`config.mk`:
```
export PLATFORM = sky130hd
export DESIGN_NAME = boot_remap_address_decoder
export DESIGN_NICKNAME = d
export VERILOG_FILES = /design/src/rtl/bank_decode.v /design/src/rtl/boot_remap_address_decoder.v /design/src/rtl/boot_select_latch.v
export VERILOG_INCLUDE_DIRS = /design/src /design/src/rtl
export SDC_FILE = /design/constraint.sdc
export NUM_CORES = 1
export LEC_CHECK = 0
export ABC_CLOCK_PERIOD_IN_PS = 1900
export BUFFER_PORTS_ARGS = -buffer_cell sky130_fd_sc_hd__buf_4
export CAP_MARGIN = 20
export CORE_AREA = 4 4 183 185
export CTS_CLUSTER_SIZE = 28
export DETAILED_ROUTE_END_ITERATION = 10
export DIE_AREA = 0 0 187 189
export GPL_ROUTABILITY_DRIVEN = 0
export PLACE_DENSITY = 0.67
export SLEW_MARGIN = 20
export SYNTH_ARGS = -nofsm -noshare
export SYNTH_HDL_FRONTEND = slang
export SYNTH_SLANG_ARGS = --single-unit
export TNS_END_PERCENT = 1
```
`constraint.sdc`:
```
create_clock -name i_core_clk -period 1.9 [get_ports i_core_clk]
set_clock_uncertainty 0.05 [all_clocks]
set_input_delay 0.285 -clock i_core_clk [delete_from_list [all_inputs] [get_ports i_core_clk]]
set_output_delay 0.285 -clock i_core_clk [all_outputs]
set_load 0.05 [all_outputs]
```
`src/rtl/boot_remap_defines.vh`:
```
// Purpose: constants for the per-master boot/remap address decoder
// Assumes: 32-bit byte addresses, 256 MB banks, 1 MB internal regions
// Notes: definitions only, no logic
//
// Functional notes
// - split 32-bit space into sixteen 256 MB banks by address bits 31:28
// - banks one to seven go to the external bus, one chip select each
// - bank zero is internal memory, decoded again into 1 MB regions
// - bank fifteen goes through the bridge to the peripheral bus
// - accesses to unassigned areas complete with an abort response
// - every master has its own decoder, same map except masters from BOOT_MASTERS up abort in the first 1 MB
// - processor masters see boot memory, external boot or remapped SRAM at zero
// - remap set puts the first internal SRAM at zero, ignoring the pin
// - remap clear and pin high puts the internal ROM at zero
// - remap clear and pin low puts external chip select zero at zero
// - boot-select pin is caught on the third edge after reset release and holds until next reset
// - boot mapping covers only 0x00000000 to 0x000fffff
// - ROM, first SRAM, second SRAM always at 1, 2 and 3 MB
// - USB host registers always decode at 0x00500000
// - boot mapping is in effect before the first fetch after reset
// - external chip selects zero to six each own one 256 MB area; chip select seven is never driven active
// - external boot defaults static path to byte select, 16-bit, chip-select strobes
// - system controller registers decode in the top 16 KB of the space
`ifndef BOOT_REMAP_DEFINES_VH
`define BOOT_REMAP_DEFINES_VH

// bank numbers (address bits 31:28)
`define BANK_INTERNAL 4'h0
`define BANK_EXT_FIRST 4'h1
`define BANK_EXT_LAST 4'h7
`define BANK_PERIPH 4'hf

// 1 MB regions inside bank zero (address bits 27:20)
`define REGION_BOOT 8'h00
`define REGION_ROM 8'h01
`define REGION_FIRST_INTERNAL_SRAM 8'h02
`define REGION_SECOND_INTERNAL_SRAM 8'h03
`define REGION_USBH 8'h05

// top 16 KB of the space, compared on address bits 31:14
`define SYSC_ADDR_HI 18'h3ffff

// slave codes presented with each decode answer
`define SLV_NONE 3'h0
`define SLV_ROM 3'h1
`define SLV_FIRST_INTERNAL_SRAM 3'h2
`define SLV_SECOND_INTERNAL_SRAM 3'h3
`define SLV_USBH 3'h4
`define SLV_EXT 3'h5
`define SLV_PERIPH 3'h6
`define SLV_SYSC 3'h7

// reset values and the one-hot chip select used for external boot
`define REMAP_RESET 1'b0
`define CS_N_RESET 8'hff
`define CS0_ONEHOT 8'h01

// edges after reset release spent filling the strap synchroniser before capture
`define BOOT_SYNC_FILL 2'h2

// static memory defaults applied when booting from external chip select zero
`define SMC_BOOT_BYTE_SELECT 1'b1
`define SMC_BOOT_BUS_16BIT 1'b1
`define SMC_BOOT_RW_BY_CS 1'b1

`endif

```
`src/rtl/bank_decode.v`:
```
// Purpose: first-level bank split of one master's address
// Assumes: combinational, same clock domain as the caller
// Notes: one instance per master
`timescale 1ns/1ps
`default_nettype none
`include "boot_remap_defines.vh"
module bank_decode (
    // address in
    input wire [31:0] i_addr,
    // bank class out
    output wire o_is_int,
    output wire o_is_ext,
    output wire o_is_periph,
    output wire [7:0] o_ext_cs
);
    wire [3:0] bank;
    genvar c;

    // top nibble picks one of sixteen banks
    assign bank = i_addr[31:28];
    assign o_is_int = (bank == `BANK_INTERNAL);
    assign o_is_ext = (bank >= `BANK_EXT_FIRST) && (bank <= `BANK_EXT_LAST);
    assign o_is_periph = (bank == `BANK_PERIPH);

    // one chip select per external bank, each a full 256 MB area
    generate
        for (c = 0; c < 8; c = c + 1) begin : g_cs
            if (c < 7) begin : g_used
                // chip select c serves bank c+1
                localparam integer CS_BANK = c + 1;
                assign o_ext_cs[c] = o_is_ext && ({28'h0000000, bank} == CS_BANK);
            end else begin : g_spare
                assign o_ext_cs[c] = 1'b0; // no eighth external bank in the map
            end
        end
    endgenerate
endmodule // bank_decode
`default_nettype wire

```
`src/rtl/boot_remap_address_decoder.v`:
```
// Purpose: per-master address decoder with boot select and remap
// Assumes: masters hold i_m_valid until o_m_ready; one decode per cycle each
// Notes: answers one cycle after acceptance; arbitration lives downstream
`timescale 1ns/1ps
`default_nettype none
`include "boot_remap_defines.vh"
module boot_remap_address_decoder #(
    parameter NUM_MASTERS = 6,
    parameter BOOT_MASTERS = 2
) (
    // clock and reset
    input wire i_core_clk,
    input wire i_rst_n,
    // boot strap pin and remap control
    input wire i_boot_select_pin,
    input wire i_remap_set,
    input wire i_remap_clear,
    // master requests
    input wire [NUM_MASTERS-1:0] i_m_valid,
    input wire [NUM_MASTERS*32-1:0] i_m_addr,
    // master answers
    output wire [NUM_MASTERS-1:0] o_m_ready,
    output reg [NUM_MASTERS-1:0] o_m_resp_valid,
    output reg [NUM_MASTERS-1:0] o_m_abort,
    output reg [NUM_MASTERS*3-1:0] o_m_slave,
    output reg [NUM_MASTERS*32-1:0] o_m_offset,
    output reg [NUM_MASTERS*8-1:0] o_m_ext_cs_n,
    // status and static memory boot defaults
    output wire o_remap_active,
    output wire o_boot_from_rom,
    output reg o_smc_byte_select,
    output reg o_smc_bus_16bit,
    output reg o_smc_rw_by_cs
);
    // ****************************************
    // boot state
    // ****************************************
    reg remap_reg;
    wire boot_rom;
    wire boot_ready;

    boot_select_latch u_boot (
        .i_core_clk(i_core_clk),
        .i_rst_n(i_rst_n),
        .i_boot_select_pin(i_boot_select_pin),
        .o_boot_from_rom(boot_rom),
        .o_boot_ready(boot_ready)
    );

    // remap flag; a set arriving with a clear wins so a late set is not lost
    always @(posedge i_core_clk or negedge i_rst_n) begin
        if (!i_rst_n) begin
            remap_reg <= `REMAP_RESET;
        end else if (i_remap_set) begin
            remap_reg <= 1'b1;
        end else if (i_remap_clear) begin
            remap_reg <= 1'b0;
        end
    end

    assign o_remap_active = remap_reg;
    assign o_boot_from_rom = boot_rom;

    // no request is taken until the strap is caught, so the first fetch sees the boot map
    assign o_m_ready = {NUM_MASTERS{boot_ready}};

    // static memory defaults while external chip select zero is the boot memory
    always @(posedge i_core_clk or negedge i_rst_n) begin
        if (!i_rst_n) begin
            o_smc_byte_select <= 1'b0;
            o_smc_bus_16bit <= 1'b0;
            o_smc_rw_by_cs <= 1'b0;
        end else if (boot_ready && !boot_rom) begin
            o_smc_byte_select <= `SMC_BOOT_BYTE_SELECT;
            o_smc_bus_16bit <= `SMC_BOOT_BUS_16BIT;
            o_smc_rw_by_cs <= `SMC_BOOT_RW_BY_CS;
        end
    end

    // ****************************************
    // per-master decoders
    // ****************************************
    genvar g;
    generate
        for (g = 0; g < NUM_MASTERS; g = g + 1) begin : g_master
            wire [31:0] addr;
            wire is_int;
            wire is_ext;
            wire is_per;
            wire [7:0] cs_oh;
            wire [7:0] region;
            reg [2:0] sel_next;
            reg [7:0] cs_next;
            reg [31:0] off_next;
            reg abort_next;

            assign addr = i_m_addr[g*32 +: 32];
            assign region = addr[27:20];

            bank_decode u_bank (
                .i_addr(addr),
                .o_is_int(is_int),
                .o_is_ext(is_ext),
                .o_is_periph(is_per),
                .o_ext_cs(cs_oh)
            );

            // second level: region and boot choice
            always @* begin
                sel_next = `SLV_NONE;
                cs_next = 8'h00;
                off_next = {4'h0, addr[27:0]};
                abort_next = 1'b0;
                if (is_ext) begin
                    sel_next = `SLV_EXT;
                    cs_next = cs_oh;
                end else if (is_per) begin
                    // top 16 KB belongs to the system controller
                    if (addr[31:14] == `SYSC_ADDR_HI) begin
                        sel_next = `SLV_SYSC;
                    end else begin
                        sel_next = `SLV_PERIPH;
                    end
                end else if (is_int) begin
                    off_next = {12'h000, addr[19:0]};
                    case (region)
                        `REGION_BOOT: begin
                            // only the first 1 MB follows remap and strap
                            if (g >= BOOT_MASTERS) begin
                                abort_next = 1'b1;
                            end else if (remap_reg) begin
                                sel_next = `SLV_FIRST_INTERNAL_SRAM;
                            end else if (boot_rom) begin
                                sel_next = `SLV_ROM;
                            end else begin
                                sel_next = `SLV_EXT;
                                cs_next = `CS0_ONEHOT;
                            end
                        end
                        `REGION_ROM: sel_next = `SLV_ROM;
                        `REGION_FIRST_INTERNAL_SRAM: sel_next = `SLV_FIRST_INTERNAL_SRAM;
                        `REGION_SECOND_INTERNAL_SRAM: sel_next = `SLV_SECOND_INTERNAL_SRAM;
                        `REGION_USBH: sel_next = `SLV_USBH;
                        default: abort_next = 1'b1;
                    endcase
                end else begin
                    abort_next = 1'b1;
                end
            end

            // answer register: one-cycle response pulse, routing held until next request
            always @(posedge i_core_clk or negedge i_rst_n) begin
                if (!i_rst_n) begin
                    o_m_resp_valid[g] <= 1'b0;
                    o_m_abort[g] <= 1'b0;
                    o_m_slave[g*3 +: 3] <= `SLV_NONE;
                    o_m_offset[g*32 +: 32] <= 32'h00000000;
                    o_m_ext_cs_n[g*8 +: 8] <= `CS_N_RESET;
                end else begin
                    o_m_resp_valid[g] <= i_m_valid[g] && boot_ready;
                    o_m_abort[g] <= i_m_valid[g] && boot_ready && abort_next;
                    if (i_m_valid[g] && boot_ready) begin
                        o_m_slave[g*3 +: 3] <= sel_next;
                        o_m_offset[g*32 +: 32] <= off_next;
                        o_m_ext_cs_n[g*8 +: 8] <= ~cs_next;
                    end
                end
            end
        end
    endgenerate
endmodule // boot_remap_address_decoder
`default_nettype wire

```
`src/rtl/boot_select_latch.v`:
```
// Purpose: catch the boot-select pin once after reset release
// Assumes: pin is asynchronous to i_core_clk and steady around reset
// Notes: o_boot_ready rises on the third edge after release
`timescale 1ns/1ps
`default_nettype none
`include "boot_remap_defines.vh"
module boot_select_latch (
    // clock and reset
    input wire i_core_clk,
    input wire i_rst_n,
    // pin
    input wire i_boot_select_pin,
    // caught value
    output reg o_boot_from_rom,
    output reg o_boot_ready
);
    reg sync1_reg;
    reg sync2_reg;
    reg [1:0] fill_reg;

    // two-flop synchroniser; the first stage feeds only the second
    always @(posedge i_core_clk or negedge i_rst_n) begin
        if (!i_rst_n) begin
            sync1_reg <= 1'b0;
            sync2_reg <= 1'b0;
        end else begin
            sync1_reg <= i_boot_select_pin;
            sync2_reg <= sync1_reg;
        end
    end

    // wait until both sync stages hold the pin, else the reset value of the
    // second stage would be caught; then capture once and freeze until next reset
    always @(posedge i_core_clk or negedge i_rst_n) begin
        if (!i_rst_n) begin
            fill_reg <= 2'h0;
            o_boot_from_rom <= 1'b0;
            o_boot_ready <= 1'b0;
        end else if (fill_reg != `BOOT_SYNC_FILL) begin
            fill_reg <= fill_reg + 2'h1;
        end else if (!o_boot_ready) begin
            o_boot_from_rom <= sync2_reg;
            o_boot_ready <= 1'b1;
        end
    end
endmodule // boot_select_latch
`default_nettype wire

```
### Yosys cells after proc, flatten, opt, wreduce, memory -nomap -nowiden

Index checks and enable logic that the tools add are counted.

* bits in registers: 278
* input port bits: 203
* output and inout bits: 281
* word-level logic and storage cells: 305

* $add $sub $neg: 1
* magnitude comparators: 12
* equality and inequality tests: 79
* multiplexer cells: 90
* bitwise gates (word level): 8
* reduce and logical (&&, ||, !) cells: 78

Operators by type and width (count)
* 28-bit two-way mux: 17
* 18-bit equality test, second input constant: 6
* 4-bit by 3-bit equality test with 1-bit output, second input constant: 24
* 8-bit by 2-bit equality test with 1-bit output, second input constant: 12
* 8-bit two-way mux: 9
* 1-bit logical AND: 61
* 3-bit two-way mux: 20
* 4-bit by 2-bit equality test with 1-bit output, second input constant: 12
* 8-bit by 1-bit equality test with 1-bit output, second input constant: 6
* 8-bit by 3-bit equality test with 1-bit output, second input constant: 6
* 8-bit NOT: 6
* 3-bit case mux with 4 select lines: 4
* 1-bit two-way mux: 33
* 32-bit two-way mux: 1
* 3-bit case mux with 5 select lines: 2
* 7-bit two-way mux: 4
* 4-bit by 1-bit equality test with 1-bit output, second input constant: 6
* 4-bit equality test, second input constant: 6
* 4-bit by 1-bit greater-or-equal comparator with 1-bit output, second input constant: 6
* 4-bit by 3-bit <= comparator with 1-bit output, second input constant: 6
* 4-bit logical NOT: 6
* 8-bit logical NOT: 2
* 4-bit OR reduction: 4
* 5-bit OR reduction: 2
* other kinds (6): 7

### Longest topological paths before layout

Gate-level depths: netlist of run 1.

* depth after elaboration: 7
* depth in mapped cells: 7
* depth with buffers taken out: 5

### Modules after synthesis

Synthesis of run 1 repeated with hierarchy kept, for this count alone.

* cells, all modules: 1134
* area total of the unflattened synthesis: 10756.6 µm²

Modules (own cells, without submodules)
* boot_remap_address_decoder: times used 1, cells each 1012, area each 9973.3 µm², seq. area each 6266.0 µm²
* bank_decode: times used 6, cells each 18, area each 95.1 µm², seq. area each 0.0 µm²
* boot_select_latch: times used 1, cells each 14, area each 212.7 µm², seq. area each 150.1 µm²

### Worst setup path after synthesis of run 1

No wires, ideal clock.

* path type: reg-to-reg
* start: register remap_reg (netlist: o_remap_active)
* end: register o_m_ext_cs_n[0]
* library setup time: 0.084 ns
* arrival time: 1.662 ns
* required time: 1.766 ns
* slack: 0.104 ns
* stages on the path, launching flop included: 4
* buffers on the path: 0
* cell sequence: dfrtp_1 or4_1 o31a_1 o32a_1

* longest elaborated chain between the ends: 6

Ends and longest elaborated chain
* start, declared: line boot_remap_address_decoder.v:38 `reg remap_reg;`
* start signal, assigned: line boot_remap_address_decoder.v:53 `` remap_reg <= `REMAP_RESET; ``
* 8-bit two-way mux
* 8-bit two-way mux: line boot_remap_address_decoder.v:126 `case (region)`
* 8-bit two-way mux: line boot_remap_address_decoder.v:124 `end else if (is_int) begin`
* 8-bit two-way mux: line boot_remap_address_decoder.v:117 `end else if (is_per) begin`
* 8-bit two-way mux: line boot_remap_address_decoder.v:114 `if (is_ext) begin`
* 8-bit NOT: line boot_remap_address_decoder.v:165 `o_m_ext_cs_n[g*8 +: 8] <= ~cs_next;`
* end signal, assigned by index: line boot_remap_address_decoder.v:158 `` o_m_ext_cs_n[g*8 +: 8] <= `CS_N_RESET; ``
* end signal, assigned by index: line boot_remap_address_decoder.v:165
* end, declared: line boot_remap_address_decoder.v:27 `output reg [NUM_MASTERS*8-1:0] o_m_ext_cs_n,`

No other way between the ends.
A chain may end at the register's enable or synchronous reset.

### Final worst setup path of run 1

* start: register u_boot.o_boot_ready
* end: output o_m_ready[4]

RTL lines
* start, declared: line boot_select_latch.v:15 `output reg o_boot_ready`
* start signal, assigned: line boot_select_latch.v:38 `o_boot_ready <= 1'b0;`
* start signal, assigned: line boot_select_latch.v:43 `o_boot_ready <= 1'b1;`
* end, declared: line boot_remap_address_decoder.v:22 `output wire [NUM_MASTERS-1:0] o_m_ready,`

No word-level cell between the ends.

==> results of run 1 <==
## repair_timing
| item | 4_1_cts | 5_1_grt |
|---|---|---|
| hold buffers | 177 | 0 |
| setup endpoints to repair | 0 | 8 |
| gates resized for setup | 0 | 2 |
| endpoints found under the hold margin | 228 | 0 |
## cell usage in the layout (no fill, tap or decap), types with 29 or more instances in the layout
| cell | Yosys | layout |
|---|---|---|
| buf_4 | 38 | 485 |
| nand2_1 | 434 | 433 |
| dfrtp_1 | 206 | 206 |
| dlygate4sd3_1 | 0 | 177 |
| nor2_1 | 66 | 66 |
| dfstp_2 | 42 | 42 |
| o21ai_0 | 37 | 37 |
| a31oi_1 | 32 | 32 |
| conb_1 | 2 | 30 |
| clkbuf_16 | 0 | 29 |
## synthesized netlist by cell type, types with 5 or more instances
library cell / instances / area (um2)
dfstp_2: 42 / 1100
nor2b_1: 14 / 87.6
inv_1: 15 / 56.3
clkbuf_1: 36 / 135
nor3_1: 19 / 95.1
o21ai_0: 37 / 185
a22o_1: 24 / 210
nand2_1: 434 / 1630
nand3_1: 5 / 25.0
a41oi_1: 5 / 43.8
nand4_1: 26 / 163
a21oi_1: 19 / 95.1
buf_1: 8 / 30.0
dfrtp_1: 206 / 5150
o22a_1: 6 / 52.6
nor4_1: 6 / 37.5
a31oi_1: 32 / 200
nor2_1: 66 / 248
o32a_1: 7 / 70.1
buf_4: 38 / 285
## power breakdown
group | switching, uW | internal (uW)
sequential | 255 | 5720
combinational | 2630 | 1340
clock | 2180 | 3340
## kinds of logic (layout without fill, tap and decap cells)
group,after synthesis,after routing,synth area share [%]
DFF,248,248,59.9
buffers and inverters,107,736,5.42
adders and majority gates,1,1,0.120
AOI/OAI and AO/OA,155,155,10.2
xor gates and xnor gates,1,1,0.0839
other,2,30,0.0719
and+or+nand+nor,598,598,24.1
muxes,1,1,0.0959
## metrics by stage
stage	instances	instance area (um2)	total power [uW]	hold WS [ps]	utilization, %
finish	2178	17000	15500	24.3	53.1
floorplan	1141	10500	8250	-60.6	-
global placement	1950	14300	9690	201	44.6
detailed placement	1950	14300	9730	200	44.6
global route	2178	17000	16100	4.86	53.1
CTS	2178	17000	15600	0.416	53.1
## critical path: cells and delay by family, from the launching register on
kind                   cells  cell delay [ps]
buffers and inverters      2              570
flip-flops                 1              320
## routing by layer
layer	routed length, um	GRT usage, %	up-vias
li1	-	-	4918
met2	18600	36.0	445
met1	14400	23.9	4955
met3	3030	5.79	77
met4	1160	6.40	0
met5	0	0	-
## worst min path at each step
stage	end	depth (start not counted)	startpoint	slack, ps
after detailed placement	o_m_offset[34]$_DFFE_PN0P_	1	i_rst_n	200
after CTS	o_m_offset[53]$_DFFE_PN0P_	3	i_m_addr[53]	0.4
after global routing	o_m_offset[53]$_DFFE_PN0P_	3	i_m_addr[53]	5
after floorplan	o_m_abort[0]$_DFF_PN0_	0	i_rst_n	-60
after global placement	o_m_offset[49]$_DFFE_PN0P_	1	i_rst_n	200
final	o_m_offset[53]$_DFFE_PN0P_	3	i_m_addr[53]	20
## cell type report
class	count	area share, %
clock buffer	44	5.01
clock inverter	7	0.573
inverter	18	0.397
multi-input combinational	786	21.9
sequential	248	36.8
tap	408	3.00
timing repair buffer	667	32.4
==> metrics, run 1 <==
clk sinks=248; clock period minus worst slack=1760 ps; post-synthesis sequential area ratio=59.9%; Crit-path slowest cell=dfrtp_1; storage element area=6260 um2; Num CTS Buffers=28; CTS max path bufs=3; Largest regs=o_m_offset x168, o_m_ext_cs_n x42, o_m_slave x18; WP data required=1560 ps; post-detail-place hpwl=26400 um; gr usage total=20.3%; vias in the first global route=10.9k; area occupied by multi-input gates=3730 um2; R2R setup slack=200 ps; reg-to-reg endpoint=o_m_offset[64]$_DFFE_PN0P_; die area=35300 um2; CP arrival=1430 ps; routed via count=10.4k; Hold Vio Cnt, Final=0; ANT nets after route=0; worst-path cell chain=buf_4 -> buf_4; post-synthesis cell area=10400 um2; post-route clock period utilization=92.8%; Setup TNS=0 ps; r2r startpoint=u_boot.o_boot_ready$_DFFE_PN0N_; Via density=4.77; CP Capture Point=o_m_ready[4]; Iter 0 DRT Violations=456; Critical Path Source=u_boot.o_boot_ready$_DFFE_PN0N_; Finish-stage setup viols=0; Max Cap Viol=0; layout net count=1953; port bufs=453; Remaining Overflow, GRT=0; Avg WL per Cell=17.1 um; number of I/O pins=484; Post-synth EDFFs=0; post-CTS setup buffers=0; first-pass GRT wire length=59000 um; syn_area_per_cell=9.38 um2; Crit. End Element=output pin; Root Buffer=clkbuf_16; Netlist cell types=58; initial antenna violation count=0; CP peak stage delay=320 ps; Die Width=187 um; Clk Latency, worst-skew pair=530 ps; ratio of cells with drive above 1 in the final layout=33.2%; Area Overhead vs Synth=63.0%; total wire length=37100 um; core area=32000 um2; Largest register FFs=168; Die H=189 um; Max FO, Critical Path=15; cells on worst reg2reg path=6; n_diodes=0; Initial Util=32.6%; CTS clk-pin slew, worst paths=60 ps; DRC=0; CP dominant cell by count=buf_4; Yosys Warn Count=0; Fmax achieved=567 MHz; largest net degree at the start of global routing=57; Synth Instances=1113; pre-CTS WS=157 ps; Slew Viols, Final=0; DRT Pass-1 Iters=5; CTS tree=done; final worst slack=137 ps; # H-tree levels=1; Power Dens Cells=909 nW/um2; Biggest register=o_m_offset; RSZ-0062 raised after global routing=false; Leakage Power=0.00843 uW; Worst slew margin=54.6%; Top FF cell, synth=dfrtp_1; run status=complete, no violations; IR drop worst, VDD=0.614 mV; Fillers=2815; Core Rows=66; hold crit path type=primary input to flop; CP Launch Type=flop; WS Path Type=flop to output pin; Yosys reg bits=248; ys async rst share=100%; actual slew at the worst max-slew pin=681 ps
Power figures use the tool's default switching activity.
==> inputs of run 2 (changes only) <==
ABC_AREA = 1   (was default)
CORE_AREA = 4 4 185 187   (was 4 4 183 185)
DIE_AREA = 0 0 189 191   (was 0 0 187 189)
==> run 2 against run 1 <==
Net effect: final area is 2.5% higher; setup slack worse by 58 ps; critical path depth is 6 higher; sequential power hardly changed; first-iteration DRC count is 12% higher; die area is 2.1% higher; synthesized cell count is 15% higher; clock power hardly changed; via count is 4.9% higher; final cell count is 9.7% higher; largest cell class unchanged; largest power group unchanged.
==> metrics, run 2 <==
run status=complete, no violations; hold crit path type=primary input to flop; port bufs=453 (unchanged); largest net degree at the start of global routing=58 (+1.8%); ys async rst share=100% (unchanged); Finish-stage setup viols=0 (unchanged); vias in the first global route=11.3k (+4.0%); # H-tree levels=1 (unchanged); Avg WL per Cell=16.2 um (-4.9%); CP arrival=2190 ps (+760 ps); Largest register FFs=168 (unchanged); ANT nets after route=0 (unchanged); Largest regs=o_m_offset x168, o_m_ext_cs_n x42, o_m_slave x18; top-count cell post-synth=nand2_1; first-pass GRT wire length=60700 um (+2.8%); cell taking the most area after synthesis=dfrtp_1; Synth Instances=1284 (+15%); post-detail-place hpwl=27900 um (+5.8%); Area Overhead vs Synth=61.2%; number of I/O pins=484 (unchanged); Biggest register=o_m_offset; gr usage total=20.6% (+0.34 points); CP peak stage delay=560 ps (+240 ps); Via density=4.57 (-4.3%); CTS max path bufs=3 (unchanged); Yosys Warn Count=0 (unchanged); die area=36100 um2 (+2.1%); xor and xnor fraction of the mapped netlist area=0.0809% (-0.0030 points); Core Rows=66 (unchanged); Netlist cell types=39 (-33%); Die Width=189 um (+1.1%); Top FF cell, synth=dfrtp_1; Worst slew margin=65.4% (+11 points); ratio of cells with drive above 1 in the final layout=31.3% (-1.9 points); Non-Filler Instances=2389 (+9.7%); Leakage Power=0.00903 uW (+7.1%); clock period minus worst slack=1820 ps (+58.3 ps); actual slew at the worst max-slew pin=520 ps (-161 ps); Max FO, Critical Path=11 (-4); Area contributors post-synth=dfrtp_1, nand2_1, dfstp_2; clk sinks=248 (unchanged); placed cell count=2154 (+10%); Post-synth EDFFs=0 (unchanged); DRC=0 (unchanged); CTS-repair resized insts=0 (unchanged); post-synthesis sequential area ratio=57.8% (-2.1 points); most frequent cells in the layout=nand2_1, buf_4, dfrtp_1; Root Buffer=clkbuf_16; syn_area_per_cell=8.43 um2 (-10%); post-route clock period utilization=95.8% (+3.1 points); Iter 0 DRT Violations=511 (+12%); IR drop worst, VDD=0.842 mV (+37%); post-synthesis simple-gate area fraction=29.5% (+5.4 points); DRT Pass-1 Iters=5 (unchanged); WP data required=2270 ps (+710 ps); Power Dens Cells=886 nW/um2 (-2.5%); layout net count=2129 (+9.0%); Crit. End Element=flop; Setup TNS=0 ps (unchanged); routed via count=10.9k (+4.9%); n_diodes=0 (unchanged); multiplexer share of the synthesized area=0% (-0.096 points); largest family of logic cells by synthesized area=simple AND/OR/NAND/NOR gates; Hold Vio Cnt, Final=0 (unchanged); WS Path Type=primary input to flop; synth cell count leaders=nand2_1, dfrtp_1, nor2_1; core area=32500 um2 (+1.3%); RSZ-0062 raised after global routing=false; most common cell after layout, fill and taps aside=nand2_1; Remaining Overflow, GRT=0 (unchanged); Crit-path slowest cell=dlygate4sd3_1; CP Launch Type=primary input; Fmax achieved=549 MHz (-3.2%); Slew Viols, Final=0 (unchanged); Max Cap Viol=0 (unchanged); post-synthesis cell area=10800 um2 (+3.7%); Clk Latency, worst-skew pair=540 ps (about the same); total wire length=38700 um (+4.3%); Num CTS Buffers=29 (+3.6%); Initial Util=33.4% (+0.78 points); CTS clk-pin slew, worst paths=60 ps (about the same); Synth Area in Compound Gates=5.10% (-5.1 points); Yosys reg bits=248 (unchanged); CTS tree=done; Fillers=2892 (+2.7%); Synth Area in Adders=0.116% (-0.0043 points); worst-path cell chain=dlygate4sd3_1 -> buf_4 -> inv_1 -> nand2_1 -> nor2_2 -> buf_4 -> o31ai_1 -> dlygate4sd3_1; Die H=191 um (+1.1%); top-area cell type share of the netlist area=47.6% (-1.8 points); initial antenna violation count=0 (unchanged)
run 2: cell types whose count changed after synthesis, sizes merged, moves of 17 or more:
cell,change
clkbuf,-25
a21oi,+20
nor2,+79
inv,+58
buf,+17
o21ai,-29
a22o,-24
nand2,+121
nand3,+40
o31ai,+19
run 2: repair_timing:
action / 4_1_cts / 5_1_grt
endpoints found under the hold margin: 221 / 0
setup buffers: 0 / 0
hold buffers: 182 / 0
run 2: stage by stage:
| stage | power (uW) | area, um2 | hold slack, ps | worst slack [ps] | utilization (%) |
|---|---|---|---|---|---|
| 5_1_grt | 16100 | 17500 | 13.7 | 4.18 | 53.8 |
| 4_1_cts | 15600 | 17500 | 0.0538 | 126 | 53.8 |
| 3_5_place_dp | 9720 | 14700 | 236 | 358 | 45.3 |
| 2_1_floorplan | 8270 | 10900 | -60.6 | 578 | - |
| 6_report | 15500 | 17500 | 24.9 | 79.0 | 53.8 |
| 3_3_place_gp | 9690 | 14700 | 237 | 388 | 45.3 |
run 2: critical path, delay by kind of cell:
family | cells | cell delay [ps]
buf+inv | 5 | 1570
simple gates | 2 | 260
compound gates | 1 | 80
run 2: kinds of logic after synthesis:
kind of cell | Yosys count
AND/OR/NAND/NOR | 786
flip-flops | 248
buffers and inverters | 155
AO/OA/AOI/OAI | 91
other | 2
XOR/XNOR | 1
adder cells (fa/ha/maj) | 1
run 2: path summary, 6_finish.rpt:
check,start,to,slack [ps],cells past startpoint
worst min-delay path,i_m_addr[61],o_m_ext_cs_n[11]$_DFFE_PN1P_,20,3
worst max-delay path,i_m_addr[95],o_m_offset[84]$_DFFE_PN0P_,80,8
min in group asynchronous,i_rst_n,o_m_offset[40]$_DFFE_PN0P_,280,2
max in group asynchronous,i_rst_n,o_m_ext_cs_n[22]$_DFFE_PN1P_,840,3
worst max register to register,u_boot.o_boot_ready$_DFFE_PN0N_,o_m_ext_cs_n[12]$_DFFE_PN1P_,150,5
worst min register to register,u_boot.sync1_reg$_DFF_PN0_,u_boot.sync2_reg$_DFF_PN0_,300,0
run 2: layout make-up:
cell class | instances | area (um2) | area share (%)
multi-input cells | 909 | 3880 | 22.2
repair buffers | 663 | 5540 | 31.7
clock inverters | 7 | 66.3 | 0.380
well taps | 442 | 553 | 3.17
inverters | 74 | 280 | 1.61
flip-flops and latches | 248 | 6260 | 35.9
clock buffers | 46 | 880 | 5.04
run 2: power by group:
group / total (uW) / internal (uW) / switching [uW]
registers: 5970 / 5720 / 244
clock network: 5490 / 3280 / 2210
logic: 4000 / 1330 / 2670
run 2: per-layer routing:
| metal | wire length [um] | GRT usage (%) |
|---|---|---|
| met1 | 15200 | 25.1 |
| met2 | 19400 | 36.2 |
| met3 | 2230 | 3.71 |
| met4 | 1940 | 8.63 |
| met5 | 0 | 0 |
==> inputs of run 3 (changes only) <==
MAX_ROUTING_LAYER = met4   (was default)
RECOVER_POWER = 100   (was default)
==> run 3 against run 2 <==
Net effect: combinational power shrank 7.5%; flip-flop and latch count unchanged; critical path depth unchanged; via count increased by 0.33%; register-to-register slack is essentially flat; worst hold slack improved by 0.89 ps; total power decreased by 2.1%; count of clock-buffer cells in the layout unchanged; die area stayed put.
==> metrics, run 3 (same netlist as run 2, synthesis figures left out) <==
first-pass GRT wire length=60600 um (about the same); ratio of cells with drive above 1 in the final layout=28.6% (-2.7 points); CP Launch Type=primary input; CTS max path bufs=3 (unchanged); post-layout power=15100 uW (-2.1%); clock period minus worst slack=1830 ps (+5.37 ps); vias in the first global route=11.3k (+0.097%); Max FO, Critical Path=11 (unchanged); Slew Viols, Final=0 (unchanged); Largest regs=o_m_offset x168, o_m_ext_cs_n x42, o_m_slave x18; met2 usage=36.3% (about the same); Root Buffer=clkbuf_16; cells on worst reg2reg path=6 (+1); Worst path depth=8 (unchanged); Crit-path slowest cell=dlygate4sd3_1; clk sinks=248 (unchanged); Non-Filler Instances=2389 (unchanged); Fmax achieved=548 MHz (-0.29%); post-route clock period utilization=96.1% (+0.28 points); CTS clk-pin slew, worst paths=60 ps (about the same); Leakage Power=0.00871 uW (-3.6%); CP bufs+invs=5 (unchanged); Initial Util=33.4% (unchanged); Largest register FFs=168 (unchanged); GR met3 Demand/Resource=3.23% (-0.47 points); port bufs=453 (unchanged); CP peak stage delay=560 ps (about the same); CP arrival=2190 ps (about the same); DRT Pass-1 Iters=5 (unchanged); Max Cap Viol=0 (unchanged); # H-tree levels=1 (unchanged); placed cell count=2154 (unchanged); routed via count=10.9k (+0.33%); Remaining Overflow, GRT=0 (unchanged); final instance area=16700 um2 (-4.5%); CTS-repair resized insts=0 (unchanged); Avg WL per Cell=16.2 um (-0.15%); r2r startpoint=u_boot.o_boot_ready$_DFFE_PN0N_; worst-path cell chain=dlygate4sd3_1 -> buf_4 -> inv_1 -> nand2_1 -> nor2_2 -> buf_4 -> o31ai_1 -> dlygate4sd3_1; core area=32500 um2 (unchanged); CTS tree=done; initial antenna violation count=0 (unchanged); Post-DP Area=14700 um2 (unchanged); GR peak layer=met2; DRC=0 (unchanged); IR drop worst, VDD=0.810 mV (-3.8%); Iter 0 DRT Violations=597 (+17%); hold path depth=3 (unchanged); most frequent cells in the layout=nand2_1, clkbuf_2, buf_4; run status=complete, no violations; Hold Vio Cnt, Final=0 (unchanged); Worst slew margin=40.0% (-25 points); Via density=4.58 (+0.33%); gr usage total=21.2% (+0.60 points); reg-to-reg endpoint=o_m_ext_cs_n[4]$_DFFE_PN1P_; Clk Latency, worst-skew pair=540 ps (about the same); most common cell after layout, fill and taps aside=nand2_1; WP data required=2260 ps (about the same); die area=36100 um2 (unchanged); n_diodes=0 (unchanged); Num CTS Buffers=29 (unchanged); ANT nets after route=0 (unchanged); Die H=191 um (unchanged); Power Dens Cells=908 nW/um2 (+2.5%); Setup TNS=0 ps (unchanged); hold crit path type=primary input to flop; Finish-stage setup viols=0 (unchanged); RSZ-0062 raised after global routing=false; R2R setup slack=160 ps (about the same); number of I/O pins=484 (unchanged); actual slew at the worst max-slew pin=900 ps (+381 ps); Core Rows=66 (unchanged); Biggest register=o_m_offset; met1 usage in global routing=25.4% (+0.30 points); post-detail-place hpwl=27900 um (unchanged); Area Overhead vs Synth=54.0%; Crit. End Element=flop; Die Width=189 um (unchanged); Critical Path Source=i_m_addr[95]; CP Capture Point=o_m_offset[84]$_DFFE_PN0P_; largest net degree at the start of global routing=58 (unchanged); WS Path Type=primary input to flop; layout net count=2129 (unchanged); Top delay family on crit path=buffers and inverters; total wire length=38700 um (-0.15%)
run 3: worst reg2reg max path, stage by stage (launching register included):
cell	delay, ps
dfrtp_1	340
buf_4	150
nand2_4	110
inv_2	270
nor2_1	70
a31oi_1	130
dlygate4sd3_1	560
run 3: report_power, final:
group / internal, uW / total [uW] / switching, uW
combinational: 1030 / 3700 / 2670
clock: 3280 / 5480 / 2200
sequential: 5720 / 5960 / 237
total: 10000 / 15100 / 5100
run 3: metrics by stage:
stage	utilization (%)	hold WS, ps	setup WS [ps]
floorplan	-	-60.6	578
CTS	53.8	0.0538	126
detailed placement	45.3	236	358
global route	51.4	15.0	3.40
finish	51.4	25.8	73.6
global placement	45.3	237	388
run 3: area by class of cell:
type                    instances  area, um2
fillers                      3122      15800
clock buffers                  46        880
flip-flops and latches        248       6260
multi-input cells             909       3850
clock inverters                 7       66.3
repair buffers                663       4780
inverters                      74        280
well taps                     442        553
run 3: per-layer routing:
layer | up-vias | routed length, um
li1 | 5241 | -
met5 | - | 0
met1 | 5129 | 15200
met4 | 0 | 1960
met3 | 128 | 2310
met2 | 447 | 19200
run 3: what timing repair did:
item	CTS	global route
hold buffers	182	0
endpoints found under the hold margin	221	0
endpoints found under the setup margin	0	0
buffers inserted	0	0
run 3: how the worst min path moves through the flow:
stage	slack, ps	from	end
floorplan	-60	i_rst_n	o_m_abort[0]$_DFF_PN0_
global placement	240	i_rst_n	o_m_offset[40]$_DFFE_PN0P_
detailed placement	240	i_rst_n	o_m_offset[40]$_DFFE_PN0P_
CTS	0.05	i_m_addr[157]	o_m_ext_cs_n[36]$_DFFE_PN1P_
global route	10	i_m_addr[156]	o_m_ext_cs_n[37]$_DFFE_PN1P_
finish	30	i_m_addr[61]	o_m_ext_cs_n[11]$_DFFE_PN1P_
